File: config.mk
export PLATFORM = sky130hd
export DESIGN_NAME = pfj_top
export DESIGN_NICKNAME = d
export VERILOG_FILES = /design/src/verilog/pfj_pkg.sv /design/src/verilog/pfj_top.sv
export SDC_FILE = /design/constraint.sdc
export NUM_CORES = 1
export LEC_CHECK = 0
export BUFFER_PORTS_ARGS = -buffer_cell sky130_fd_sc_hd__clkbuf_2
export CORE_AREA = 5 5 107 109
export DETAILED_ROUTE_END_ITERATION = 10
export DIE_AREA = 0 0 112 114
export GPL_TIMING_DRIVEN = 0
export PLACE_DENSITY = 0.78
export RECOVER_POWER = 50
export SYNTH_ARGS = -nofsm -noshare
export SYNTH_HDL_FRONTEND = slang
export SYNTH_SLANG_ARGS = --single-unit
export TNS_END_PERCENT = 10
File: constraint.sdc
create_clock -name REF_CLK_I -period 2.61 [get_ports REF_CLK_I]
set_input_delay 0.522 -clock REF_CLK_I [delete_from_list [all_inputs] [get_ports REF_CLK_I]]
set_output_delay 0.522 -clock REF_CLK_I [all_outputs]
set_load 0.05 [all_outputs]
File: src/verilog/pfj_pkg.sv
// Constants for the PWM frequency-jitter control block.
// Assumes a 32-bit classic Wishbone register bus with byte addresses.
`default_nettype none
package pfj_pkg;
    timeunit 1ns;
    timeprecision 1ps;
    localparam logic [7:0] ADDR_APPROACH_STEP_CTRL   = 8'h00;
    localparam logic [7:0] ADDR_APPROACH_ADJUST_CTRL = 8'h04;
    localparam logic [7:0] ADDR_APPROACH_DT0_CTRL    = 8'h08;
    localparam logic [7:0] ADDR_APPROACH_DT1_CTRL    = 8'h0c;
    localparam logic [7:0] ADDR_COUNT_STEP_CTRL      = 8'h10;
    localparam logic [7:0] ADDR_APPROACH_STATUS      = 8'h14;

    localparam logic [7:0] RESET_CTRL = 8'h00;

    // Field masks of the writable bits of each register.
    localparam logic [7:0] MASK_APPROACH_STEP_CTRL   = 8'h77;
    localparam logic [7:0] MASK_APPROACH_ADJUST_CTRL = 8'h7f;
    localparam logic [7:0] MASK_DT_CTRL              = 8'hff;
    localparam logic [7:0] MASK_COUNT_STEP_CTRL      = 8'h7f;

    // Field positions, given as the low bit of each field.
    localparam int POS_TRIGGER_COUNT = 4;
    localparam int POS_STEP_SIZE     = 0;
    localparam int POS_ADJUST_COUNT  = 4;
    localparam int POS_COUNT_SHIFT   = 2;
    localparam int POS_STEP_SHIFT    = 0;
    localparam int POS_DT_ENABLE     = 7;
    localparam int POS_DT_SHIFT      = 5;
    localparam int POS_DT_INTERVAL   = 3;
    localparam int POS_DT_STEP       = 0;
    localparam int POS_CM_STEPS      = 4;
    localparam int POS_CM_DIR        = 3;
    localparam int POS_CM_SIZE       = 0;

    // Status layout.
    localparam int POS_ST_COUNT  = 0;
    localparam int POS_ST_STEP   = 4;
    localparam int POS_ST_DT0    = 8;
    localparam int POS_ST_DT1    = 12;
    localparam int POS_ST_REMAIN = 16;
    localparam int POS_ST_ACTIVE = 24;
    localparam int POS_ST_FROZEN = 25;

    // Change codes for the T2/T3 shift fields.
    localparam logic [1:0] SHIFT_UP_T2   = 2'b10;
    localparam logic [1:0] SHIFT_DOWN_T2 = 2'b11;

    localparam logic [2:0] FIELD_MAX = 3'h7;
    localparam logic [2:0] FIELD_MIN = 3'h0;

    typedef enum logic [1:0] {
        ST_IDLE = 2'b01,
        ST_RUN  = 2'b10
    } pfj_state_type;
endpackage : pfj_pkg
`default_nettype wire

File: src/verilog/pfj_top.sv
// PWM frequency-jitter control: registers, approach-mode stepping and dead-time pacing.
// Assumes a classic Wishbone master and a PWM core giving triggers, section levels and target status.
//
// Contract
// - Trigger-count shift 10 adds in T2, subtracts in T3; 11 reverse; else hold.
// - Trigger count saturates at 111 rising and 000 falling.
// - Trigger count stops changing once PWM reached the approach target.
// - Step shift 10 adds in T2, subtracts in T3; 11 reverse; else hold.
// - Approach step saturates at 111 rising and 000 falling.
// - Approach step stays constant once the approach target is reached.
// - Dead-time zero enable bit gates dead-time zero modification.
// - Dead-time one enable bit gates dead-time one modification.
// - Dead-time one shift 10 adds in T2, subtracts in T3; 11 reverse.
// - Dead-time one step saturates at 111 and 000.
// - Dead-time one interval code selects 4, 8, 12 or 16 triggers.
// - Dead-time one change magnitude equals code plus one.
// - Count-mode step count equals code plus one.
// - Count-mode direction bit: 0 increases, 1 decreases.
// - Count-mode register bit 7 always reads zero.
// - Approach trigger count code plus one triggers make each step.
// - Approach step gives period change 2*(code+1), duty change code+1.
// - Adjustment count gives 1 to 8 adjustments of all four values.
// - Count-mode change gives period 2*(code+1), duty code+1.
`default_nettype none
module pfj_top (
    input  wire logic        REF_CLK_I,
    input  wire logic        RESET_N_I,
    input  wire logic        WB_CYC_I,
    input  wire logic        WB_STB_I,
    input  wire logic        WB_WE_I,
    input  wire logic [7:0]  WB_ADR_I,
    input  wire logic [3:0]  WB_SEL_I,
    input  wire logic [31:0] WB_DAT_I,
    output logic      [31:0] WB_DAT_O,
    output logic             WB_ACK_O,
    input  wire logic        PWM_TRIG_I,
    input  wire logic        SECTION_T2_I,
    input  wire logic        SECTION_T3_I,
    input  wire logic        TARGET_REACHED_I,
    input  wire logic        APPROACH_START_I,
    output logic             APPROACH_ACTIVE_O,
    output logic      [3:0]  STEP_TRIGGERS_O,
    output logic      [4:0]  PERIOD_DELTA_O,
    output logic      [3:0]  DUTY_DELTA_O,
    output logic      [3:0]  DT0_DELTA_O,
    output logic      [3:0]  DT1_DELTA_O,
    output logic             DT0_MODIFY_O,
    output logic             DT1_MODIFY_O,
    output logic      [3:0]  COUNT_STEPS_O,
    output logic             COUNT_DIR_O,
    output logic      [4:0]  COUNT_PERIOD_DELTA_O,
    output logic      [3:0]  COUNT_DUTY_DELTA_O
);
    timeunit 1ns;
    timeprecision 1ps;

    // Saturating T2/T3 adjustment of a three-bit field.
    function automatic logic [2:0] adjust_field(
        input logic [2:0] value,
        input logic [1:0] shift,
        input logic       in_t2,
        input logic       in_t3
    );
        logic up;
        logic down;
        up   = ((shift == pfj_pkg::SHIFT_UP_T2) && in_t2) || ((shift == pfj_pkg::SHIFT_DOWN_T2) && in_t3);
        down = ((shift == pfj_pkg::SHIFT_UP_T2) && in_t3) || ((shift == pfj_pkg::SHIFT_DOWN_T2) && in_t2);
        if (up && value != pfj_pkg::FIELD_MAX) begin
            adjust_field = 3'(value + 3'h1);
        end else if (down && value != pfj_pkg::FIELD_MIN) begin
            adjust_field = 3'(value - 3'h1);
        end else begin
            adjust_field = value;
        end
    endfunction

    // Code plus one, widened to four bits.
    function automatic logic [3:0] plus_one(input logic [2:0] code);
        plus_one = 4'({1'b0, code} + 4'h1);
    endfunction

    logic [7:0]  approach_step_ctrl;
    logic [7:0]  approach_adjust_ctrl;
    logic [7:0]  approach_dead_time_zero_ctrl;
    logic [7:0]  approach_dead_time_one_ctrl;
    logic [7:0]  count_mode_step_ctrl;
    logic        ack;
    logic [31:0] rdata;

    pfj_pkg::pfj_state_type state;
    logic [2:0]  work_count;
    logic [2:0]  work_step;
    logic [2:0]  work_dt0;
    logic [2:0]  work_dt1;
    logic [3:0]  remain;
    logic [2:0]  trig_cnt;
    logic [3:0]  dt0_tcnt;
    logic [3:0]  dt1_tcnt;
    logic        dt0_pulse;
    logic        dt1_pulse;

    // Field views of the control registers.
    wire logic [2:0] approach_trigger_count        = approach_step_ctrl[pfj_pkg::POS_TRIGGER_COUNT +: 3];
    wire logic [2:0] approach_step_size            = approach_step_ctrl[pfj_pkg::POS_STEP_SIZE +: 3];
    wire logic [2:0] adjustment_count              = approach_adjust_ctrl[pfj_pkg::POS_ADJUST_COUNT +: 3];
    wire logic [1:0] approach_trigger_count_shift  = approach_adjust_ctrl[pfj_pkg::POS_COUNT_SHIFT +: 2];
    wire logic [1:0] approach_step_shift           = approach_adjust_ctrl[pfj_pkg::POS_STEP_SHIFT +: 2];
    wire logic       approach_dead_time_zero_enable = approach_dead_time_zero_ctrl[pfj_pkg::POS_DT_ENABLE];
    wire logic [1:0] dead_time_zero_step_shift     = approach_dead_time_zero_ctrl[pfj_pkg::POS_DT_SHIFT +: 2];
    wire logic [1:0] dead_time_zero_interval       = approach_dead_time_zero_ctrl[pfj_pkg::POS_DT_INTERVAL +: 2];
    wire logic [2:0] dead_time_zero_step           = approach_dead_time_zero_ctrl[pfj_pkg::POS_DT_STEP +: 3];
    wire logic       approach_dead_time_one_enable = approach_dead_time_one_ctrl[pfj_pkg::POS_DT_ENABLE];
    wire logic [1:0] dead_time_one_step_shift      = approach_dead_time_one_ctrl[pfj_pkg::POS_DT_SHIFT +: 2];
    wire logic [1:0] dead_time_one_interval        = approach_dead_time_one_ctrl[pfj_pkg::POS_DT_INTERVAL +: 2];
    wire logic [2:0] dead_time_one_step            = approach_dead_time_one_ctrl[pfj_pkg::POS_DT_STEP +: 3];
    wire logic [2:0] count_mode_step_count         = count_mode_step_ctrl[pfj_pkg::POS_CM_STEPS +: 3];
    wire logic       count_mode_direction          = count_mode_step_ctrl[pfj_pkg::POS_CM_DIR];
    wire logic [2:0] count_mode_change_size        = count_mode_step_ctrl[pfj_pkg::POS_CM_SIZE +: 3];

    // Bus decode.
    wire logic bus_req   = WB_CYC_I && WB_STB_I;
    wire logic bus_write = bus_req && WB_WE_I && ack && WB_SEL_I[0];
    wire logic hit_step  = WB_ADR_I == pfj_pkg::ADDR_APPROACH_STEP_CTRL;
    wire logic hit_adj   = WB_ADR_I == pfj_pkg::ADDR_APPROACH_ADJUST_CTRL;
    wire logic hit_dt0   = WB_ADR_I == pfj_pkg::ADDR_APPROACH_DT0_CTRL;
    wire logic hit_dt1   = WB_ADR_I == pfj_pkg::ADDR_APPROACH_DT1_CTRL;
    wire logic hit_cm    = WB_ADR_I == pfj_pkg::ADDR_COUNT_STEP_CTRL;
    wire logic hit_stat  = WB_ADR_I == pfj_pkg::ADDR_APPROACH_STATUS;

    wire logic [7:0] wbyte = WB_DAT_I[7:0];
    wire logic running     = state == pfj_pkg::ST_RUN;
    wire logic frozen      = TARGET_REACHED_I;

    wire logic [31:0] status_word =
        (32'({1'b0, work_count}) << pfj_pkg::POS_ST_COUNT) |
        (32'({1'b0, work_step}) << pfj_pkg::POS_ST_STEP) |
        (32'({1'b0, work_dt0}) << pfj_pkg::POS_ST_DT0) |
        (32'({1'b0, work_dt1}) << pfj_pkg::POS_ST_DT1) |
        (32'(remain) << pfj_pkg::POS_ST_REMAIN) |
        (32'(running) << pfj_pkg::POS_ST_ACTIVE) |
        (32'(frozen) << pfj_pkg::POS_ST_FROZEN);

    logic [31:0] next_rdata;
    always_comb begin
        if (hit_step) begin
            next_rdata = {24'h000000, approach_step_ctrl};
        end else if (hit_adj) begin
            next_rdata = {24'h000000, approach_adjust_ctrl};
        end else if (hit_dt0) begin
            next_rdata = {24'h000000, approach_dead_time_zero_ctrl};
        end else if (hit_dt1) begin
            next_rdata = {24'h000000, approach_dead_time_one_ctrl};
        end else if (hit_cm) begin
            next_rdata = {24'h000000, count_mode_step_ctrl};
        end else if (hit_stat) begin
            next_rdata = status_word;
        end else begin
            next_rdata = 32'h00000000;
        end
    end

    // Approach stepping: a step ends when its trigger count has passed.
    wire logic step_end   = running && PWM_TRIG_I && (trig_cnt == work_count);
    wire logic do_adjust  = step_end && !frozen;
    wire logic last_adj   = remain == 4'h1;

    // Dead-time pacing: limit is four times the code plus one, minus one.
    wire logic [3:0] dt0_limit = {dead_time_zero_interval, 2'b11};
    wire logic [3:0] dt1_limit = {dead_time_one_interval, 2'b11};
    wire logic dt0_tick = running && PWM_TRIG_I && approach_dead_time_zero_enable;
    wire logic dt1_tick = running && PWM_TRIG_I && approach_dead_time_one_enable;
    wire logic dt0_wrap = dt0_tick && (dt0_tcnt == dt0_limit);
    wire logic dt1_wrap = dt1_tick && (dt1_tcnt == dt1_limit);

    // Wishbone slave: ack one cycle after the request, writes commit on the ack edge.
    always_ff @(posedge REF_CLK_I) begin
        if (!RESET_N_I) begin
            ack   <= 1'b0;
            rdata <= 32'h00000000;
        end else begin
            ack   <= bus_req && !ack;
            rdata <= next_rdata;
        end
    end

    always_ff @(posedge REF_CLK_I) begin
        if (!RESET_N_I) begin
            approach_step_ctrl           <= pfj_pkg::RESET_CTRL;
            approach_adjust_ctrl         <= pfj_pkg::RESET_CTRL;
            approach_dead_time_zero_ctrl <= pfj_pkg::RESET_CTRL;
            approach_dead_time_one_ctrl  <= pfj_pkg::RESET_CTRL;
            count_mode_step_ctrl         <= pfj_pkg::RESET_CTRL;
        end else if (bus_write) begin
            if (hit_step) begin
                approach_step_ctrl <= wbyte & pfj_pkg::MASK_APPROACH_STEP_CTRL;
            end
            if (hit_adj) begin
                approach_adjust_ctrl <= wbyte & pfj_pkg::MASK_APPROACH_ADJUST_CTRL;
            end
            if (hit_dt0) begin
                approach_dead_time_zero_ctrl <= wbyte & pfj_pkg::MASK_DT_CTRL;
            end
            if (hit_dt1) begin
                approach_dead_time_one_ctrl <= wbyte & pfj_pkg::MASK_DT_CTRL;
            end
            if (hit_cm) begin
                count_mode_step_ctrl <= wbyte & pfj_pkg::MASK_COUNT_STEP_CTRL;
            end
        end
    end

    // Approach sequencer.
    always_ff @(posedge REF_CLK_I) begin
        if (!RESET_N_I) begin
            state      <= pfj_pkg::ST_IDLE;
            work_count <= 3'h0;
            work_step  <= 3'h0;
            work_dt0   <= 3'h0;
            work_dt1   <= 3'h0;
            remain     <= 4'h0;
            trig_cnt   <= 3'h0;
        end else if (APPROACH_START_I) begin
            state      <= pfj_pkg::ST_RUN;
            work_count <= approach_trigger_count;
            work_step  <= approach_step_size;
            work_dt0   <= dead_time_zero_step;
            work_dt1   <= dead_time_one_step;
            remain     <= plus_one(adjustment_count);
            trig_cnt   <= 3'h0;
        end else begin
            case (state)
                pfj_pkg::ST_IDLE: begin
                    trig_cnt <= 3'h0;
                end
                pfj_pkg::ST_RUN: begin
                    if (step_end) begin
                        trig_cnt <= 3'h0;
                        remain   <= 4'(remain - 4'h1);
                        if (last_adj) begin
                            state <= pfj_pkg::ST_IDLE;
                        end
                    end else if (PWM_TRIG_I) begin
                        trig_cnt <= 3'(trig_cnt + 3'h1);
                    end
                    if (do_adjust) begin
                        work_count <= adjust_field(work_count, approach_trigger_count_shift,
                                                   SECTION_T2_I, SECTION_T3_I);
                        work_step  <= adjust_field(work_step, approach_step_shift,
                                                   SECTION_T2_I, SECTION_T3_I);
                        work_dt0   <= adjust_field(work_dt0, dead_time_zero_step_shift,
                                                   SECTION_T2_I, SECTION_T3_I);
                        work_dt1   <= adjust_field(work_dt1, dead_time_one_step_shift,
                                                   SECTION_T2_I, SECTION_T3_I);
                    end
                end
                default: begin
                    state <= pfj_pkg::ST_IDLE;
                end
            endcase
        end
    end

    // Dead-time interval counters.
    always_ff @(posedge REF_CLK_I) begin
        if (!RESET_N_I || APPROACH_START_I) begin
            dt0_tcnt  <= 4'h0;
            dt1_tcnt  <= 4'h0;
            dt0_pulse <= 1'b0;
            dt1_pulse <= 1'b0;
        end else begin
            dt0_pulse <= dt0_wrap;
            dt1_pulse <= dt1_wrap;
            if (dt0_wrap) begin
                dt0_tcnt <= 4'h0;
            end else if (dt0_tick) begin
                dt0_tcnt <= 4'(dt0_tcnt + 4'h1);
            end
            if (dt1_wrap) begin
                dt1_tcnt <= 4'h0;
            end else if (dt1_tick) begin
                dt1_tcnt <= 4'(dt1_tcnt + 4'h1);
            end
        end
    end

    // Registered data outputs.
    always_ff @(posedge REF_CLK_I) begin
        if (!RESET_N_I) begin
            STEP_TRIGGERS_O      <= 4'h0;
            PERIOD_DELTA_O       <= 5'h00;
            DUTY_DELTA_O         <= 4'h0;
            DT0_DELTA_O          <= 4'h0;
            DT1_DELTA_O          <= 4'h0;
            COUNT_STEPS_O        <= 4'h0;
            COUNT_DIR_O          <= 1'b0;
            COUNT_PERIOD_DELTA_O <= 5'h00;
            COUNT_DUTY_DELTA_O   <= 4'h0;
        end else begin
            STEP_TRIGGERS_O      <= plus_one(work_count);
            PERIOD_DELTA_O       <= {plus_one(work_step), 1'b0};
            DUTY_DELTA_O         <= plus_one(work_step);
            DT0_DELTA_O          <= plus_one(work_dt0);
            DT1_DELTA_O          <= plus_one(work_dt1);
            COUNT_STEPS_O        <= plus_one(count_mode_step_count);
            COUNT_DIR_O          <= count_mode_direction;
            COUNT_PERIOD_DELTA_O <= {plus_one(count_mode_change_size), 1'b0};
            COUNT_DUTY_DELTA_O   <= plus_one(count_mode_change_size);
        end
    end

    assign WB_ACK_O          = ack;
    assign WB_DAT_O          = rdata;
    assign APPROACH_ACTIVE_O = running;
    assign DT0_MODIFY_O      = dt0_pulse;
    assign DT1_MODIFY_O      = dt1_pulse;

endmodule // pfj_top
`default_nettype wire

==> flow_metrics.py, run 1 <==
metrics = {
    "run_status": {
        "status": "finished, final reports clean",
    },
    "placed_design": {
        "gp_congestion": 0.9276,
        "hpwl_um": 10790,
        "port_buffers": 80,
    },
    "worst_setup_path": {
        "cp-end-kind": "flip-flop",
        "crit_path_top_delay_cell": "dfxtp_1",
        "timing.rr.start": "work_count[0]",
        "startpoint": "work_count[0]",
        "critPathLaunchType": "flip-flop",
        "crit_cells": 9,
        "crit_family": "adder cells",
        "critPathArrivalTime_ns": 2.87,
        "crit_fanout": 7,
        "max_stage_delay_ns": 0.44,
        "reg2regPathDepth": 9,
        "critPathCapture": "work_count[2]",
        "cp_num_buf_inv": 0,
        "timing.rr.end": "work_count[2]",
        "required_ns": 3.05,
        "crit_chain": "ha_1 > ha_1 > nand2b_1 > or2_2 > fa_1 > xnor2_1 > xnor2_1 > nor2_1 > o31ai_1",
        "critPathKind": "reg2reg",
        "r2r_slack_ns": 0.18,
    },
    "yosys": {
        "yosys-top-cells-area": "dfxtp_1 42%, mux2i_1 6.5%, ha_1 5.1%",
        "synth_area_mm2": 0.005414,
        "syn_inst": 596,
        "yosysTopAreaCell": "dfxtp_1",
        "synth_common_cells": "113 x dfxtp_1, 58 x nor2_1, 45 x nand2_1",
        "synth.most_common_cell": "dfxtp_1",
        "yosysTopAreaCellShare_pct": 41.78,
        "yosysUniqueCellTypes": 56,
        "dominantRegCellSynth": "dfxtp_1",
        "synth.avg_cell_area_um2": 9.084,
        "async_reset_ff_share_pct": 0,
        "ys_seq_area_share_pct": 41.78,
        "ys_seq_elements": 113,
        "synth_edf_count": 0,
        "yosys_warnings": 0,
    },
    "clock_network": {
        "postCtsSetupRepairBufs": 0,
        "clk_pin_slew_ns": 0.06,
        "cts-root-buf": "clkbuf_8",
        "htreeDepth": 4,
        "cts_tree": "built",
        "holdBufCountCts": 0,
        "numCtsBuffers": 17,
        "clock_path_buffers": 2,
        "clock-sinks": 113,
        "clk_latency_ns": 0.52,
        "cts-resized-gates": 0,
    },
    "sta": {
        "relSlewSlack_pct": 35.86,
        "tns_ns": 0,
        "fin_crit_sh_pct": 93.04,
        "hold_viol_final": 0,
        "maxSlewViolCount": 0,
        "setup_violations": 0,
        "fmax_ghz": 0.4118,
        "finClkSkew_ns": 0.007950,
        "rsz0062_at_grt": "false",
        "layout_min_cycle_time_ns": 2.428,
        "tightest_slew_ns": 0.9533,
    },
    "drt": {
        "wirelength_um": 14370,
        "wl_per_cell_um": 16.69,
        "num_vias": 4608,
        "ant_nets": 0,
        "first_pass_iters": 5,
        "viasPerCell": 5.352,
        "drc": 0,
        "drtIter0Drc": 294,
    },
    "floorplan": {
        "start_util_pct": 51.52,
        "die_w_um": 112,
        "dieArea_mm2": 0.01277,
        "core_area_mm2": 0.01051,
        "num_io_pins": 125,
        "placementRows": 38,
        "die_y_um": 114,
    },
    "finish": {
        "fillers": 928,
        "diodes": 0,
        "area_growth_pct": 20.96,
        "num-nets-final": 788,
        "drive_above_1_share_pct": 15.12,
        "post-route-util_pct": 62.32,
    },
    "global_routing": {
        "grt_pass1_wl_um": 22960,
        "grt.total_usage_pct": 22.92,
        "gr-usage-met1_pct": 29.27,
        "antenna_found_initial": 0,
        "met3_usage_pct": 5.889,
        "grt_max_degree": 17,
        "grt-ovfl-total": 0,
        "busiest_layer": "met2",
        "grt_pass1_vias": 4617,
        "use_met2_pct": 37.45,
    },
    "pwr": {
        "power_density_mw_per_mm2": 697.5,
        "p_leak_nw": 2.596,
        "ir_drop_mv": 0.4941,
    },
    "run": {
        "drv_cap": 0,
    },
    "worst_hold_path": {
        "min_path_type": "in2reg",
    },
}
## cell type report
cell class,instances,area [um2],share of cell area (%)
multi-input combinational,422,2790,42.61
timing repair buffer,80,335.3,5.120
clock buffer,18,417.9,6.381
buffer,50,287.8,4.394
clock inverter,14,190.2,2.904
inverter,24,90.09,1.376
tap,140,175.2,2.675
sequential,113,2262,34.54
## worst register-to-register path, delay by kind of cell, from the launching register on
family                   cells  cell delay [ns]
AO/OA/AOI/OAI                1             0.22
XOR/XNOR                     2             0.32
adder cells (fa/ha/maj)      3             0.82
flip-flops                   1             0.44
AND/OR/NAND/NOR              3             0.56
## cell usage in the layout (no fill, tap or decap), drive strengths merged, types with 18 or more instances in the layout
master	count
nor2	59
inv	24
ha	22
buf	32
dfxtp	113
and2	23
xnor2	18
o21ai	40
nand2	45
a21oi	41
clkbuf	116
nand3	18
mux2i	35
## sequential cells by signal, summed over array words and instances (netlist names), 6 cells and up
name,cells
count_mode_step_ctrl,7
approach_dead_time_one_ctrl,8
approach_dead_time_zero_ctrl,8
approach_step_ctrl,6
approach_adjust_ctrl,7
WB_DAT_O,20
## where the power goes
part           switching [mW]  internal (mW)  leakage, nW
sequential             0.0332           1.76        0.917
clock                   0.819           1.54        0.283
combinational           0.289          0.126         1.40
total                    1.14           3.43         2.60
## worst min-delay path by stage
| stage | slack, ns | from | cells after the start | endpoint |
|---|---|---|---|---|
| floorplan | 0.44 | count_mode_step_ctrl[0] | 1 | COUNT_DUTY_DELTA_O[0] |
| global placement | 0.42 | WB_ACK_O | 1 | WB_ACK_O |
| detailed placement | 0.44 | WB_ACK_O | 1 | WB_ACK_O |
| CTS | 0.20 | WB_STB_I | 3 | WB_ACK_O |
| global route | 0.20 | WB_STB_I | 3 | WB_ACK_O |
| finish | 0.21 | WB_STB_I | 3 | WB_ACK_O |
## per-stage QoR
stage / setup WS (ns) / instance area [um2] / cells / power [mW] / hold slack [ns]
after CTS: 0.1666 / 6646 / 861 / 4.600 / 0.2006
after global placement: 0.2125 / 6038 / 829 / 2.236 / 0.4225
after floorplan: 0.3987 / 5463 / 609 / 2.129 / 0.4369
final: 0.1816 / 6549 / 861 / 4.568 / 0.2137
after global routing: 0.01098 / 6549 / 861 / 4.720 / 0.1996
after detailed placement: 0.1787 / 6038 / 829 / 2.245 / 0.4411
## cells by family after synthesis
family          Yosys count  synth area share (%)
simple gates            204                 20.22
flops                   113                 41.78
xor+xnor                 25                 4.322
buf+inv                  74                 6.979
fa+ha+maj                26                 6.563
compound gates          115                 12.97
other cells               1               0.06927
mux                      38                 7.095
## routing by layer
layer,part of all wire (%),vias up
li1,-,2247
met1,45,2161
met2,47,174
met3,6.5,26
met4,2.1,0
met5,0,-
No activity file was read; power rests on OpenSTA's default activity.
==> run 2: changes to the inputs <==
- CELL_PAD_IN_SITES_DETAIL_PLACEMENT: not set -> 1
- CELL_PAD_IN_SITES_GLOBAL_PLACEMENT: not set -> 2
- CORE_AREA: 5 5 107 109 -> 5 5 137 139
- DIE_AREA: 0 0 112 114 -> 0 0 142 144
- PLACE_DENSITY: 0.78 -> not set
- PLACE_DENSITY_LB_ADDON: not set -> 0.1
==> flow_metrics.py, run 2 (same netlist as run 1, synthesis figures left out) <==
metrics = {
    "clock_network": {
        "htreeDepth": 4,
        "numCtsBuffers": 17,
        "clock-sinks": 113,
        "clk_pin_slew_ns": 0.06,
        "cts-root-buf": "clkbuf_16",
        "clk_latency_ns": 0.42,
        "cts_tree": "built",
        "clock_path_buffers": 2,
        "holdBufCountCts": 0,
    },
    "global_routing": {
        "grt_max_degree": 17,
        "grt_pass1_wl_um": 27040,
        "grt.total_usage_pct": 17.45,
        "antenna_found_initial": 0,
        "grt_pass1_vias": 4875,
        "grt-ovfl-total": 0,
    },
    "finish": {
        "diodes": 0,
        "final_cell_area_mm2": 0.006720,
        "largest_reg_flops": 20,
        "num-nets-final": 788,
        "drive_above_1_share_pct": 14.84,
        "stdcell_count": 950,
        "mostFrequentLayoutCells": "112 x dfxtp_1, 75 x clkbuf_1, 58 x nor2_1",
        "post-route-util_pct": 38.33,
        "seq_area_mm2": 0.002263,
        "final_common_cell": "dfxtp_1",
        "multi_input_area_mm2": 0.002801,
        "area_growth_pct": 24.13,
        "fillers": 2104,
    },
    "sta": {
        "maxSlewViolCount": 0,
        "tightest_slew_ns": 0.9695,
        "layout_min_cycle_time_ns": 2.420,
        "tns_ns": 0,
        "fmax_ghz": 0.4132,
        "setup_violations": 0,
        "rsz0062_at_grt": "false",
        "hold_viol_final": 0,
        "relSlewSlack_pct": 34.77,
        "fin_crit_sh_pct": 92.72,
        "finClkSkew_ns": 0.008442,
    },
    "floorplan": {
        "core_area_mm2": 0.01753,
        "placementRows": 49,
        "die_y_um": 144,
        "die_w_um": 142,
        "dieArea_mm2": 0.02045,
        "start_util_pct": 30.88,
        "num_io_pins": 125,
    },
    "pwr": {
        "power_switching_mw": 1.181,
        "cell_internal_pwr_mw": 3.625,
        "power.share.clock_pct": 53.9,
        "p_leak_nw": 2.615,
        "ir_drop_mv": 0.4492,
        "comb_power_share_pct": 8.8,
        "swShare_pct": 24.58,
        "pwr-share-seq_pct": 37.3,
        "power_density_mw_per_mm2": 715.1,
        "total_power_mw": 4.806,
    },
    "worst_setup_path": {
        "required_ns": 2.96,
        "crit_fanout": 6,
        "cp-end-kind": "flip-flop",
        "critPathKind": "reg2reg",
        "critPathLaunchType": "flip-flop",
        "critPathArrivalTime_ns": 2.77,
    },
    "drt": {
        "wl_per_cell_um": 17.95,
        "drtIter0Drc": 231,
        "wirelength_um": 17050,
        "first_pass_iters": 4,
        "num_vias": 4576,
        "drc": 0,
        "ant_nets": 0,
        "viasPerCell": 4.817,
    },
    "run_status": {
        "status": "finished, final reports clean",
    },
    "placed_design": {
        "hpwl_um": 13180,
        "port_buffers": 80,
        "place_inst": 918,
        "place_area_mm2": 0.006150,
        "gp_congestion": 0.8599,
    },
    "run": {
        "drv_cap": 0,
    },
    "worst_hold_path": {
        "min_path_type": "in2reg",
    },
}
run 2: final cells by class:
type	count	area share [%]
clock buffers	19	6.740
well taps	229	4.264
inverters	24	1.341
plain buffers	50	4.282
multi-input cells	422	41.69
flip-flops and latches	113	33.68
clock inverters	13	3.109
repair buffers	80	4.897
run 2: final timing paths:
check	start	endpoint	slack [ns]	cells past startpoint
max	work_step[0]	work_step[2]	0.19	9
min	WB_STB_I	WB_ACK_O	0.31	3
max reg2reg	work_step[0]	work_step[2]	0.19	9
min reg2reg	WB_ACK_O	WB_ACK_O	0.44	1
run 2: routing by layer:
layer  global-route usage (%)  vias to the layer above  wire (um)
li1                         -                     2240          -
met1                    22.97                     2196       7832
met2                    27.90                      112       7924
met3                    4.134                       28        886
met4                    6.616                        0        410
met5                        0                        -          0
run 2: metrics by stage:
step | hold WS (ns) | worst slack (ns)
3_5_place_dp | 0.4370 | 0.1301
4_1_cts | 0.2966 | 0.08024
3_3_place_gp | 0.4247 | 0.1090
5_1_grt | 0.3161 | 0.04080
6_report | 0.3136 | 0.1899
2_1_floorplan | 0.4369 | 0.3987
run 2: repair_timing:
item	4_1_cts	5_1_grt
endpoints found under the setup margin	0	1
buffers inserted	0	0
gates resized for setup	0	1
run 2: critical path: stages (launching register included):
cell and delay (ns):
dfxtp_1 0.42, ha_1 0.25, ha_1 0.18, nand2b_1 0.15
or2_2 0.33, fa_1 0.39, xnor2_1 0.21, xnor2_1 0.16
o211ai_1 0.10, o21ai_0 0.16
run 2: power groups by stage:
stage	Sequential [mW]	Combinational, mW	Clock, mW
global route	1.80	0.463	2.72
global placement	1.83	0.429	0
finish	1.79	0.423	2.59
detailed placement	1.83	0.432	0
floorplan	1.87	0.258	0
CTS	1.79	0.435	2.65
